--- src/rtl/unbalance_pkg.sv ---
// Purpose: Shared constants and carriers of the neutral unbalance stage.
// Assumes: One program cycle tick of 5 ms from the relay timebase.
// Notes: Times count in 5 ms steps; current in 0.01 A steps.
package unbalance_pkg;
  // ****************************************************************
  // Timing and scaling
  // ****************************************************************
  localparam int CLK_PERIOD_NS = 5;
  localparam int TICK_MS = 5;
  localparam int BLOCK_LEAD_MS = 5;
  localparam int BLOCK_LEAD_TICKS = (BLOCK_LEAD_MS + TICK_MS - 1) / TICK_MS;
  localparam int MAX_TRIP_S = 1800;
  localparam logic [18:0] MAX_TRIP_TICKS = 19'(MAX_TRIP_S * 1000 / TICK_MS);
  localparam int RESET_RATIO_PCT = 97;
  localparam int PCT_FULL = 100;
  localparam int LOG_DEPTH = 12;
  localparam int EVT_COUNT = 14;
  localparam logic [15:0] CNT_ONE = 16'h0001;
  localparam logic [15:0] HARM_DEFAULT = 16'h0001;
  // ****************************************************************
  // Encodings
  // ****************************************************************
  localparam logic [1:0] COND_NORMAL = 2'h0;
  localparam logic [1:0] COND_START = 2'h1;
  localparam logic [1:0] COND_TRIP = 2'h2;
  localparam logic [1:0] COND_BLOCKED = 2'h3;
  localparam logic [2:0] BEH_ON = 3'h0;
  localparam logic [2:0] BEH_BLOCKED = 3'h1;
  localparam logic [2:0] BEH_TEST = 3'h2;
  localparam logic [2:0] BEH_TEST_BLOCKED = 3'h3;
  localparam logic [2:0] BEH_OFF = 3'h4;
  localparam logic [1:0] LOG_EV_START = 2'h0;
  localparam logic [1:0] LOG_EV_TRIP = 2'h1;
  localparam logic [1:0] LOG_EV_BLOCKED = 2'h2;
  // Event codes: code*2 is ON, code*2+1 is OFF.
  localparam int EV_ALARM_START = 0;
  localparam int EV_ALARM = 1;
  localparam int EV_START = 2;
  localparam int EV_TRIP = 3;
  localparam int EV_BANK_A = 4;
  localparam int EV_BANK_B = 5;
  localparam int EV_COMP = 6;
  // ****************************************************************
  // Carriers
  // ****************************************************************
  typedef struct packed {
    logic [15:0] current;
    logic [15:0] angle;
    logic [7:0] fuses_a;
    logic [7:0] fuses_b;
    logic side_b;
    logic [2:0] group;
  } process_t;
  typedef struct packed {
    logic [47:0] stamp_ms;
    logic [1:0] event_code;
    process_t data;
    logic [18:0] trip_left;
  } log_rec_t;
  typedef struct packed {
    logic [47:0] stamp_ms;
    logic [3:0] code;
  } event_t;
endpackage

--- src/rtl/neutral_unbalance_stage.sv ---
// Purpose: Status, blocking, event and log logic of one unbalance stage.
// Assumes: Pick-up levels arrive from the comparator on the same clock.
// Notes: Status, alarm and timer state advance on the program cycle tick only; events, counters and log update every clock.
`timescale 1ns/1ps
module neutral_unbalance_stage #(
  parameter int DEPTH = unbalance_pkg::LOG_DEPTH
) (
  // Clock and reset
  input wire logic clk_i,
  input wire logic reset_i,
  // Timebase and measurement
  input wire logic tick_i,
  input wire logic [47:0] time_ms_i,
  input wire unbalance_pkg::process_t meas_i,
  input wire logic [15:0] harm_ratio_i,
  input wire logic comp_active_i,
  // Settings
  input wire logic [15:0] alarm_set_i,
  input wire logic [15:0] trip_set_i,
  input wire logic [18:0] alarm_delay_i,
  input wire logic [18:0] trip_delay_i,
  input wire logic inrush_en_i,
  input wire logic [15:0] harm_limit_i,
  input wire logic [2:0] mode_i,
  input wire logic [13:0] evt_on_en_i,
  input wire logic [13:0] evt_off_en_i,
  input wire logic counters_clear_i,
  // Blocking pin
  input wire logic block_i,
  // Status outputs
  output logic start_o,
  output logic alarm_start_o,
  output logic alarm_o,
  output logic trip_o,
  output logic blocked_o,
  output logic [1:0] condition_o,
  output logic [2:0] behaviour_o,
  output logic [18:0] trip_left_o,
  output logic [18:0] alarm_expect_o,
  output logic [15:0] ratio_o,
  output logic [15:0] current_o,
  output logic [15:0] angle_o,
  // Events and counters
  output logic event_valid_o,
  output unbalance_pkg::event_t event_o,
  output logic [15:0] cnt_alarm_start_o,
  output logic [15:0] cnt_alarm_o,
  output logic [15:0] cnt_start_o,
  output logic [15:0] cnt_trip_o,
  output logic [15:0] cnt_blocked_o,
  // Log read
  input wire logic [3:0] log_sel_i,
  output unbalance_pkg::log_rec_t log_rec_o,
  output logic [3:0] log_count_o
);
  // ****************************************************************
  // Helpers
  // ****************************************************************
  function automatic logic pick(input logic [15:0] m, input logic [15:0] s,
                                input logic held);
    logic [31:0] lhs;
    logic [31:0] rhs;
    lhs = {16'h0000, m} * 32'(unbalance_pkg::PCT_FULL);
    rhs = {16'h0000, s} * 32'(unbalance_pkg::RESET_RATIO_PCT);
    pick = held ? (lhs >= rhs) : (m > s);
  endfunction

  function automatic logic [15:0] bump(input logic [15:0] c, input logic e,
                                       input logic clr);
    bump = clr ? 16'h0000 : (e ? c + unbalance_pkg::CNT_ONE : c);
  endfunction

  // Maps a read selection, newest first, onto a log slot.
  function automatic logic [3:0] slot(input logic [3:0] w,
                                      input logic [3:0] s);
    logic [4:0] t;
    t = 5'(w) + 5'(DEPTH) - 5'h01 - 5'(s);
    slot = (t >= 5'(DEPTH)) ? 4'(t - 5'(DEPTH)) : 4'(t);
  endfunction

  // ****************************************************************
  // Blocking synchroniser
  // ****************************************************************
  logic block_s1;
  logic block_s2;
  always_ff @(posedge clk_i or posedge reset_i) begin
    if (reset_i) begin
      block_s1 <= 1'b0;
      block_s2 <= 1'b0;
    end else begin
      block_s1 <= block_i;
      block_s2 <= block_s1;
    end
  end

  // ****************************************************************
  // Stage state
  // ****************************************************************
  typedef enum logic [3:0] {
    ST_NORMAL = 4'h1,
    ST_START = 4'h2,
    ST_TRIP = 4'h4,
    ST_BLOCKED = 4'h8
  } stage_t;
  stage_t state, next_state;
  logic alarm_pick, next_alarm_pick;
  logic alarm, next_alarm;
  logic [18:0] alarm_cnt, next_alarm_cnt;
  logic [18:0] trip_cnt, next_trip_cnt;
  logic blk;
  logic inhibit;
  logic off;
  logic trip_pick;
  logic inrush;

  // Blocking is read only from the synchroniser at the tick.
  assign blk = block_s2;
  assign off = (mode_i == unbalance_pkg::BEH_OFF);
  assign inhibit = blk || mode_i == unbalance_pkg::BEH_BLOCKED ||
                   mode_i == unbalance_pkg::BEH_TEST_BLOCKED;
  assign inrush = inrush_en_i &&
                  (harm_ratio_i >= harm_limit_i);
  assign trip_pick = pick(meas_i.current, trip_set_i, state != ST_NORMAL &&
                          state != ST_BLOCKED);

  always_comb begin
    next_state = state;
    next_alarm_pick = alarm_pick;
    next_alarm = alarm;
    next_alarm_cnt = alarm_cnt;
    next_trip_cnt = trip_cnt;
    if (tick_i) begin
      next_alarm_pick = !off && !inhibit &&
                        pick(meas_i.current, alarm_set_i, alarm_pick);
      next_alarm_cnt = next_alarm_pick ? alarm_cnt + 19'h00001 :
                       19'h00000;
      // Alarm counts only the ticks already spent picked up; trip also counts the current tick.
      next_alarm = next_alarm_pick && alarm_cnt >= alarm_delay_i;
      case (state)
        ST_NORMAL: begin
          next_trip_cnt = 19'h00000;
          if (!off && trip_pick) begin
            next_state = inhibit ? ST_BLOCKED : ST_START;
          end
        end
        ST_START: begin
          if (off || !trip_pick) begin
            next_state = ST_NORMAL;
          end else if (inhibit) begin
            next_state = ST_BLOCKED;
            next_trip_cnt = 19'h00000;
          end else if (trip_cnt + 19'h00001 >= trip_delay_i && !inrush) begin
            next_state = ST_TRIP;
            next_trip_cnt = trip_cnt + 19'h00001;
          end else if (trip_cnt < unbalance_pkg::MAX_TRIP_TICKS) begin
            next_trip_cnt = trip_cnt + 19'h00001;
          end
        end
        ST_TRIP: begin
          if (off || !trip_pick || inhibit) begin
            next_state = ST_NORMAL;
          end
        end
        ST_BLOCKED: begin
          if (off || !trip_pick || !inhibit) begin
            next_state = ST_NORMAL;
          end
        end
        default: next_state = ST_NORMAL;
      endcase
    end
  end

  always_ff @(posedge clk_i or posedge reset_i) begin
    if (reset_i) begin
      state <= ST_NORMAL;
      alarm_pick <= 1'b0;
      alarm <= 1'b0;
      alarm_cnt <= 19'h00000;
      trip_cnt <= 19'h00000;
    end else begin
      state <= next_state;
      alarm_pick <= next_alarm_pick;
      alarm <= next_alarm;
      alarm_cnt <= next_alarm_cnt;
      trip_cnt <= next_trip_cnt;
    end
  end

  // ****************************************************************
  // Published values
  // ****************************************************************
  always_comb begin
    start_o = (state == ST_START) || (state == ST_TRIP);
    trip_o = (state == ST_TRIP);
    blocked_o = (state == ST_BLOCKED);
    alarm_start_o = alarm_pick;
    alarm_o = alarm;
    case (state)
      ST_START: condition_o = unbalance_pkg::COND_START;
      ST_TRIP: condition_o = unbalance_pkg::COND_TRIP;
      ST_BLOCKED: condition_o = unbalance_pkg::COND_BLOCKED;
      default: condition_o = unbalance_pkg::COND_NORMAL;
    endcase
    behaviour_o = mode_i;
    trip_left_o = (state == ST_START && trip_delay_i > trip_cnt) ?
                  trip_delay_i - trip_cnt : 19'h00000;
    alarm_expect_o = alarm_delay_i;
    ratio_o = (alarm_set_i == 16'h0000) ? 16'hffff :
              16'((32'(meas_i.current) * 32'(unbalance_pkg::PCT_FULL)) /
                  32'(alarm_set_i));
    current_o = meas_i.current;
    angle_o = meas_i.angle;
  end

  // ****************************************************************
  // Events and counters
  // ****************************************************************
  logic [6:0] prev, now_lv;
  logic [13:0] pend, next_pend;
  logic ev_v, next_ev_v;
  unbalance_pkg::event_t ev, next_ev;
  logic [15:0] c_as, c_al, c_st, c_tr, c_bl;
  logic blk_prev;
  assign now_lv = {comp_active_i, meas_i.side_b, !meas_i.side_b && start_o,
                   trip_o, start_o, alarm_o, alarm_start_o};

  always_comb begin
    next_pend = pend;
    next_ev_v = 1'b0;
    next_ev = ev;
    for (int j = unbalance_pkg::EVT_COUNT - 1; j >= 0; j--) begin
      if (pend[j]) begin
        next_ev_v = 1'b1;
        next_ev.code = 4'(j);
        next_ev.stamp_ms = time_ms_i;
      end
    end
    for (int j = 0; j < unbalance_pkg::EVT_COUNT; j++) begin
      if (pend[j] && next_ev.code == 4'(j)) next_pend[j] = 1'b0;
    end
    // New edges set their bits after the clear, so none is lost.
    for (int i = 0; i < unbalance_pkg::EVT_COUNT / 2; i++) begin
      if (now_lv[i] && !prev[i] && evt_on_en_i[2*i]) begin
        next_pend[2*i] = 1'b1;
      end
      if (!now_lv[i] && prev[i] && evt_off_en_i[2*i+1]) begin
        next_pend[2*i+1] = 1'b1;
      end
    end
  end

  always_ff @(posedge clk_i or posedge reset_i) begin
    if (reset_i) begin
      prev <= 7'h00;
      pend <= 14'h0000;
      ev_v <= 1'b0;
      ev <= '0;
      c_as <= 16'h0000;
      c_al <= 16'h0000;
      c_st <= 16'h0000;
      c_tr <= 16'h0000;
      c_bl <= 16'h0000;
    end else begin
      prev <= now_lv;
      pend <= next_pend;
      ev_v <= next_ev_v;
      ev <= next_ev;
      c_as <= bump(c_as, now_lv[0] && !prev[0], counters_clear_i);
      c_al <= bump(c_al, now_lv[1] && !prev[1], counters_clear_i);
      c_st <= bump(c_st, now_lv[2] && !prev[2], counters_clear_i);
      c_tr <= bump(c_tr, now_lv[3] && !prev[3], counters_clear_i);
      c_bl <= bump(c_bl, blocked_o && !blk_prev, counters_clear_i);
    end
  end
  assign event_valid_o = ev_v;
  assign event_o = ev;
  assign cnt_alarm_start_o = c_as;
  assign cnt_alarm_o = c_al;
  assign cnt_start_o = c_st;
  assign cnt_trip_o = c_tr;
  assign cnt_blocked_o = c_bl;

  // ****************************************************************
  // Operation log
  // ****************************************************************
  unbalance_pkg::log_rec_t mem [DEPTH];
  logic [3:0] wr, next_wr;
  logic [3:0] cnt, next_cnt;
  logic cap;
  unbalance_pkg::log_rec_t rec;
  assign cap = (start_o && !prev[2]) || (trip_o && !prev[3]) ||
               (blocked_o && !blk_prev);

  always_comb begin
    rec.stamp_ms = time_ms_i;
    rec.event_code = trip_o ? unbalance_pkg::LOG_EV_TRIP :
                     blocked_o ? unbalance_pkg::LOG_EV_BLOCKED :
                     unbalance_pkg::LOG_EV_START;
    rec.data = meas_i;
    rec.trip_left = trip_left_o;
    next_wr = wr;
    next_cnt = cnt;
    if (cap) begin
      next_wr = (wr == 4'(DEPTH - 1)) ? 4'h0 : wr + 4'h1;
      next_cnt = (cnt == 4'(DEPTH)) ? cnt : cnt + 4'h1;
    end
  end

  always_ff @(posedge clk_i or posedge reset_i) begin
    if (reset_i) begin
      wr <= 4'h0;
      cnt <= 4'h0;
      blk_prev <= 1'b0;
    end else begin
      wr <= next_wr;
      cnt <= next_cnt;
      blk_prev <= blocked_o;
    end
  end

  always_ff @(posedge clk_i) begin
    if (cap) mem[wr] <= rec;
  end

  // Selection 0 is the newest record.
  always_ff @(posedge clk_i or posedge reset_i) begin
    if (reset_i) log_rec_o <= '0;
    else if (log_sel_i < cnt) log_rec_o <= mem[slot(wr, log_sel_i)];
    else log_rec_o <= '0;
  end
  assign log_count_o = cnt;
endmodule // neutral_unbalance_stage

--- config.mk ---
export PLATFORM = sky130hd
export DESIGN_NAME = neutral_unbalance_stage
export DESIGN_NICKNAME = d
export VERILOG_FILES = /design/src/rtl/unbalance_pkg.sv /design/src/rtl/neutral_unbalance_stage.sv
export SDC_FILE = /design/constraint.sdc
export NUM_CORES = 2
export LEC_CHECK = 0
export ABC_AREA = 1
export BUFFER_PORTS_ARGS = -buffer_cell sky130_fd_sc_hd__buf_2
export CAP_MARGIN = 30
export CELL_PAD_IN_SITES_DETAIL_PLACEMENT = 1
export CELL_PAD_IN_SITES_GLOBAL_PLACEMENT = 1
export CORE_AREA = 2 2 517 417
export DETAILED_ROUTE_END_ITERATION = 10
export DIE_AREA = 0 0 519 419
export PLACE_DENSITY_LB_ADDON = 0.1
export SLEW_MARGIN = 20
export SYNTH_ARGS = -nofsm -noshare
export SYNTH_HDL_FRONTEND = slang
export SYNTH_SLANG_ARGS = --single-unit
--- constraint.sdc ---
create_clock -name clk_i -period 139 [get_ports clk_i]
set_input_delay 13.9 -clock clk_i [delete_from_list [all_inputs] [get_ports clk_i]]
set_output_delay 13.9 -clock clk_i [all_outputs]
set_load 0.02 [all_outputs]
## After elaboration in Yosys (flattened, before gate mapping)

Memory sizes are Yosys's and may differ from the RTL's.
Cells that the tools add are included.

- Memory bits (read-only): 0
- Latch bits: 0
- Register bits after elaboration: 330
- Input bits: 244
- RAM bits: 1,452
- Output and inout bits: 354
- Memories kept: 1
- Word-level logic and storage cells: 300

Memories:

| name | depth | width | read ports | clocked after Yosys merged registers in | wr ports | RTL line | text |
|---|---|---|---|---|---|---|---|
| mem | 12 | 121 | 1 | 0 | 1 | neutral_unbalance_stage.sv:287 | `unbalance_pkg::log_rec_t mem [DEPTH];` |

- $lt $le $gt $ge: 11
- Multiplexer cells: 92
- Shifts and indexed selects: 0
- $add $sub $neg: 14
- Bitwise gates (word level): 1
- Multiply operators: 3
- Reduce and logical (&&, ||, !) cells: 105
- Div/mod/pow operators: 1
- Equality and inequality tests: 30

Operators by type and width:

| kind | number |
|---|---|
| 2-to-1 mux 52 bit | 14 |
| 2-to-1 mux 16 bit | 11 |
| 2-to-1 mux 121 bit | 1 |
| 2-to-1 mux 19 bit | 6 |
| adder 16 x 1 -> 16 bit (second input constant) | 5 |
| logical AND 1 bit | 52 |
| greater-or-equal comparator 23 bit | 2 |
| multiplier 16 x 7 -> 23 bit (second input constant) | 2 |
| 2-to-1 mux 1 bit | 46 |
| nonzero test 2 bit | 20 |
| adder 19 x 1 -> 19 bit (second input constant) | 2 |
| greater-or-equal comparator 19 bit | 2 |
| case mux 19 bit (2 select lines) | 1 |
| == test 4 bit (second input constant) | 9 |
| 2-to-1 mux 4 bit | 9 |
| divider 23 x 16 -> 32 bit | 1 |
| greater-than comparator 16 bit | 2 |
| multiplier 16 x 5 -> 21 bit (second input constant) | 1 |
| == test 4 x 3 -> 1 bit (second input constant) | 5 |
| greater-than comparator 19 bit | 1 |
| logical NOT 1 bit | 19 |
| less-than comparator 19 bit (second input constant) | 1 |
| subtractor 19 bit | 1 |
| greater-or-equal comparator 16 bit | 1 |
| 27 further kinds | 43 |

## Depth between registers and ports, before layout

- Depth in word-level cells: 18
- Gate-level depth with buffers: 644
- Gate-level depth less buffers: 602

## Worst setup path after synthesis

Ideal clock, no wire load.

- Path kind: input port to output port
- Start: input port meas_i[42] in the netlist's numbering
- End: output port ratio_o[0]
- Data arrival time: 98,232 ps
- Slack: 26,868 ps
- Buffers on the path: 45
- Stages: 615
- Data required time: 125,100 ps
- Cell sequence: ha_1 -> ha_1 -> inv_1 -> fa_1 -> inv_1 -> ha_1 -> nand2_2 -> inv_2 -> a21oi_2 -> nand2_1 -> nand2_1 -> nand2_1 -> nand2_1 -> nand2_1 -> nor2_2 -> nand2_4 -> inv_4 -> nand2_1 -> (+579 left out) -> nand3_1 -> nand2_1 -> nor2_4 -> nand3_2 -> nor2_4 -> nand3_4 -> buf_8 -> o21ai_1 -> inv_2 -> ha_1 -> a21oi_1 -> nor2_1 -> a211oi_1 -> o221ai_1 -> a311oi_1 -> nand4_1 -> nor2_1 -> nand3_1

- Word-level cells in the longest chain between the ends: 3

RTL lines:

| item | RTL line | text |
|---|---|---|
| from (decl) | neutral_unbalance_stage.sv:14 | `input wire unbalance_pkg::process_t meas_i,` |
| multiplier 16 x 5 -> 21 bit | neutral_unbalance_stage.sv:210 | `16'((32'(meas_i.current) * 32'(unbalance_pkg::PCT_FULL)) /` |
| divider 23 x 16 -> 32 bit | neutral_unbalance_stage.sv:210 |  |
| 2-to-1 mux 16 bit | neutral_unbalance_stage.sv:209 | `ratio_o = (alarm_set_i == 16'h0000) ? 16'hffff :` |
| to (decl) | neutral_unbalance_stage.sv:40 | `output logic [15:0] ratio_o,` |

Every way passes these cells.

## Worst setup path in the final report

- Start: input port meas_i[36] in the netlist's numbering
- End: output port ratio_o[0]

Same word-level chain as after synthesis.

==> results.yml <==
sta:
  maxClockFrequency_ghz: 0.00782
  clock_skew_ns: 0.0575
  setup_viol: 0
  timing.final.crit_share_pct: 92.0
  worstMarginPinSlew_ns: 1.15
  slew_violations: 0
  final_critical_path_setup_slack_ns: 11.17
  layout_min_cycle_time_ns: 127.83
  slew_headroom_pct: 23.3
  hold_viol: 0
logic_synthesis:
  synth_enable_flop_cells: 1452
  synthesis.instances: 10792
  synth-seq-cells: 1782
  ys.warnings.count: 0
  average_cell_area_after_synthesis_um2: 9.59
  synth.yosys.seq_area_share_pct: 50.1
  synthFlopType: "sky130_fd_sc_hd__edfxtp_1"
  syn-cell-area_um2: 104000
  post_synthesis_cell_type_count: 91
  synth-async-reset-ratio_pct: 18.5
drt:
  vias: 82475
  detail_route.vias_per_cell: 5.80
  route.final.wire_length_mm: 333
  drc: 0
  avgRoutedWirePerCell_um: 23.4
  postRouteAntennaNets: 0
  drtIter0Drc: 6050
  drt_pass_1_iters: 5
global_route:
  grt-ovfl-total: 0
  grt_pass1_vias: 86520
  grt_first_pass_wirelength_mm: 512
  antenna_found_initial: 21
  grt_start_max_net_pins: 207
  grt_usage_pct: 30.1
die:
  ios: 598
  floorplan.die.width_um: 519
  chipHeight_um: 419
  initial_core_util_pct: 48.7
  coreArea_um2: 213000
  die-area_um2: 217000
  placementRows: 152
worst_setup_path:
  critPathCapture: "ratio_o[0]"
  endpoint_kind: "output pin"
  reg2reg_from: "wr[1]"
  crit_path_launch: "meas_i[36]"
  critical_path_required_ns: 125.10
  crit_top_cell: "sky130_fd_sc_hd__nand2_1"
  crit_path_slowest_cell: "sky130_fd_sc_hd__o21ai_1"
  crit_path_max_incr_delay_ns: 0.47
  cp.arrival_ns: 113.93
  worstSetupPathType: "in2out"
  crit-reg2reg-capture: "log_rec_o[4]"
  critPathMaxFanout: 29
  startpoint_type: "primary input"
  r2r_slack_ns: 133.38
  reg2reg_depth: 13
final_layout:
  num-nets-final: 12263
  multi_input_logic_area_um2: 45000
  post-route-cell-area_um2: 115000
  drive_above_1_share_pct: 13.0
  layout_common_cells: "1987 x sky130_fd_sc_hd__nand2_1, 1452 x sky130_fd_sc_hd__edfxtp_1, 1150 x sky130_fd_sc_hd__inv_1"
  area.growth.synth_to_final_pct: 11.2
  layout_commonest_cell: "sky130_fd_sc_hd__nand2_1"
  layout.area.seq_um2: 51900
  final_util_pct: 54.1
  filler_cell_count: 23962
clock_network:
  cts_buffers: 176
  clock_sinks: 1782
  insertion_delay_ns: 0.81
  root_buffer: "sky130_fd_sc_hd__clkbuf_16"
  tritoncts: "yes"
  cts.path.max_buffers: 3
  cts_max_level: 4
  cts-hold-fix-buffers: 0
  clock_slew_at_the_register_clock_pins_of_the_worst_setup_and_hold_paths_ns: 0.06
placement:
  place_hpwl_mm: 218
  portBuffers: 583
  finalWeightedCongestion: 0.916
  detailed_place.area_um2: 109000
  post-place-ws_ns: 8.57
flow_run:
  number_of_maximum_capacitance_constraint_violations: 0
hold_path:
  hold_path.class: "reg2reg"
status:
  outcome: "finished clean"
## repair_timing
action,4_1_cts,5_1_grt
gates resized for setup,0,16
setup endpoints to repair,0,2
buffers inserted,0,0
## worst min path at each step
stage | cells past startpoint | startpoint | to
CTS | 0 | block_s1 | blk
floorplan | 0 | block_s1 | blk
global placement | 0 | block_s1 | blk
detailed placement | 0 | block_s1 | blk
global route | 0 | block_s1 | blk
finish | 0 | block_s1 | blk
## critical path: cells and delay by family
kind / cells / cell delay (ns)
AND/OR/NAND/NOR: 200 / 26.08
buffers and inverters: 118 / 14.85
XOR/XNOR: 1 / 0.43
AO/OA/AOI/OAI: 225 / 46.57
adder cells (fa/ha/maj): 36 / 11.73
## cell usage after synthesis, types with 10 or more instances
cell type                  instances  area share [%]
sky130_fd_sc_hd__xor2_1          253             2.1
sky130_fd_sc_hd__a21oi_1         882             4.3
sky130_fd_sc_hd__o22ai_1          22            0.13
sky130_fd_sc_hd__o21ai_1          37            0.18
sky130_fd_sc_hd__ha_1            766             9.3
sky130_fd_sc_hd__clkbuf_1        346             1.3
sky130_fd_sc_hd__buf_4            76            0.55
sky130_fd_sc_hd__buf_1            22           0.080
sky130_fd_sc_hd__nand2_1        1990             7.2
sky130_fd_sc_hd__a21o_1           56            0.41
sky130_fd_sc_hd__nand2_4          46            0.50
sky130_fd_sc_hd__a22oi_1         240             1.7
sky130_fd_sc_hd__inv_2            40            0.15
sky130_fd_sc_hd__o31ai_1          21            0.15
sky130_fd_sc_hd__nand2_2         104            0.63
sky130_fd_sc_hd__nand4_1         124            0.75
sky130_fd_sc_hd__or2_2            31            0.19
sky130_fd_sc_hd__a31oi_1          10           0.060
sky130_fd_sc_hd__nor2_4           28            0.30
sky130_fd_sc_hd__o211ai_1         24            0.17
sky130_fd_sc_hd__mux2_2           48            0.52
sky130_fd_sc_hd__xnor2_1         130             1.1
sky130_fd_sc_hd__nor2_2           31            0.19
sky130_fd_sc_hd__nand3_1         592             2.9
sky130_fd_sc_hd__nand3b_1         20            0.15
sky130_fd_sc_hd__and2_1           11           0.066
sky130_fd_sc_hd__dfrtp_1         329             8.0
sky130_fd_sc_hd__a21boi_0         11           0.080
sky130_fd_sc_hd__buf_6            14            0.15
sky130_fd_sc_hd__inv_1          1159             4.2
sky130_fd_sc_hd__o21ai_0         645             3.1
sky130_fd_sc_hd__a211oi_1         14            0.10
sky130_fd_sc_hd__nor3_1           96            0.46
sky130_fd_sc_hd__nor4_1           23            0.14
sky130_fd_sc_hd__fa_1             30            0.58
sky130_fd_sc_hd__o21a_1           15            0.11
sky130_fd_sc_hd__edfxtp_1       1452              42
sky130_fd_sc_hd__o221ai_1        125             1.1
sky130_fd_sc_hd__clkinv_1         17           0.062
sky130_fd_sc_hd__nor2_1          657             2.4
sky130_fd_sc_hd__nand3_2          69            0.67
sky130_fd_sc_hd__o21bai_1         49            0.36
sky130_fd_sc_hd__nand3_4          16            0.27
## sequential cells by signal (all words and copies together) (netlist names), 7 cells and up
signal	count
alarm_cnt	19
cnt_alarm_o	16
cnt_alarm_start_o	16
cnt_blocked_o	16
cnt_start_o	16
cnt_trip_o	16
event_o	52
log_rec_o	121
mem	1452
pend	14
prev	7
trip_cnt	19
## logic make-up after synthesis
logic type | count (synthesis) | synth area share [%]
AO/OA/AOI/OAI | 2209 | 12.5
XOR/XNOR | 384 | 3.26
adder cells (fa/ha/maj) | 796 | 9.84
buffers and inverters | 1700 | 6.69
flip-flops | 1782 | 50.1
multiplexers | 49 | 0.532
other | 1 | 0.00362
AND/OR/NAND/NOR | 3871 | 17.1
## layer usage
layer / GRT usage [%] / vias up / wire (um)
met2: 51.9 / 2201 / 162000
met3: 3.17 / 465 / 16300
met5: 0 / - / 32
met4: 8.03 / 4 / 8510
li1: - / 38187 / -
met1: 40.5 / 41618 / 146000
## layout make-up
class                   count  share of cell area (%)
multi-input cells        7314                    39.1
flip-flops and latches   1782                    45.1
repair buffers            718                    3.73
well taps                2849                    3.10
repair inverters            2                 0.00870
clock inverters            87                   0.679
clock buffers             241                    4.24
inverters                1229                    4.10
diodes                      7                  0.0152
## stage by stage
stage / hold slack [ns] / instances / TNS (ns)
global placement: 0.337 / 13864 / 0
CTS: 0.372 / 14208 / 0
detailed placement: 0.345 / 13880 / 0
global route: 0.382 / 14229 / -0.0669
finish: 0.370 / 14229 / 0
floorplan: 0.331 / 10795 / 0
Power is left out: the tool's default activity adds up to more than one toggle a clock period on the data nets, which glitch-free logic cannot reach.
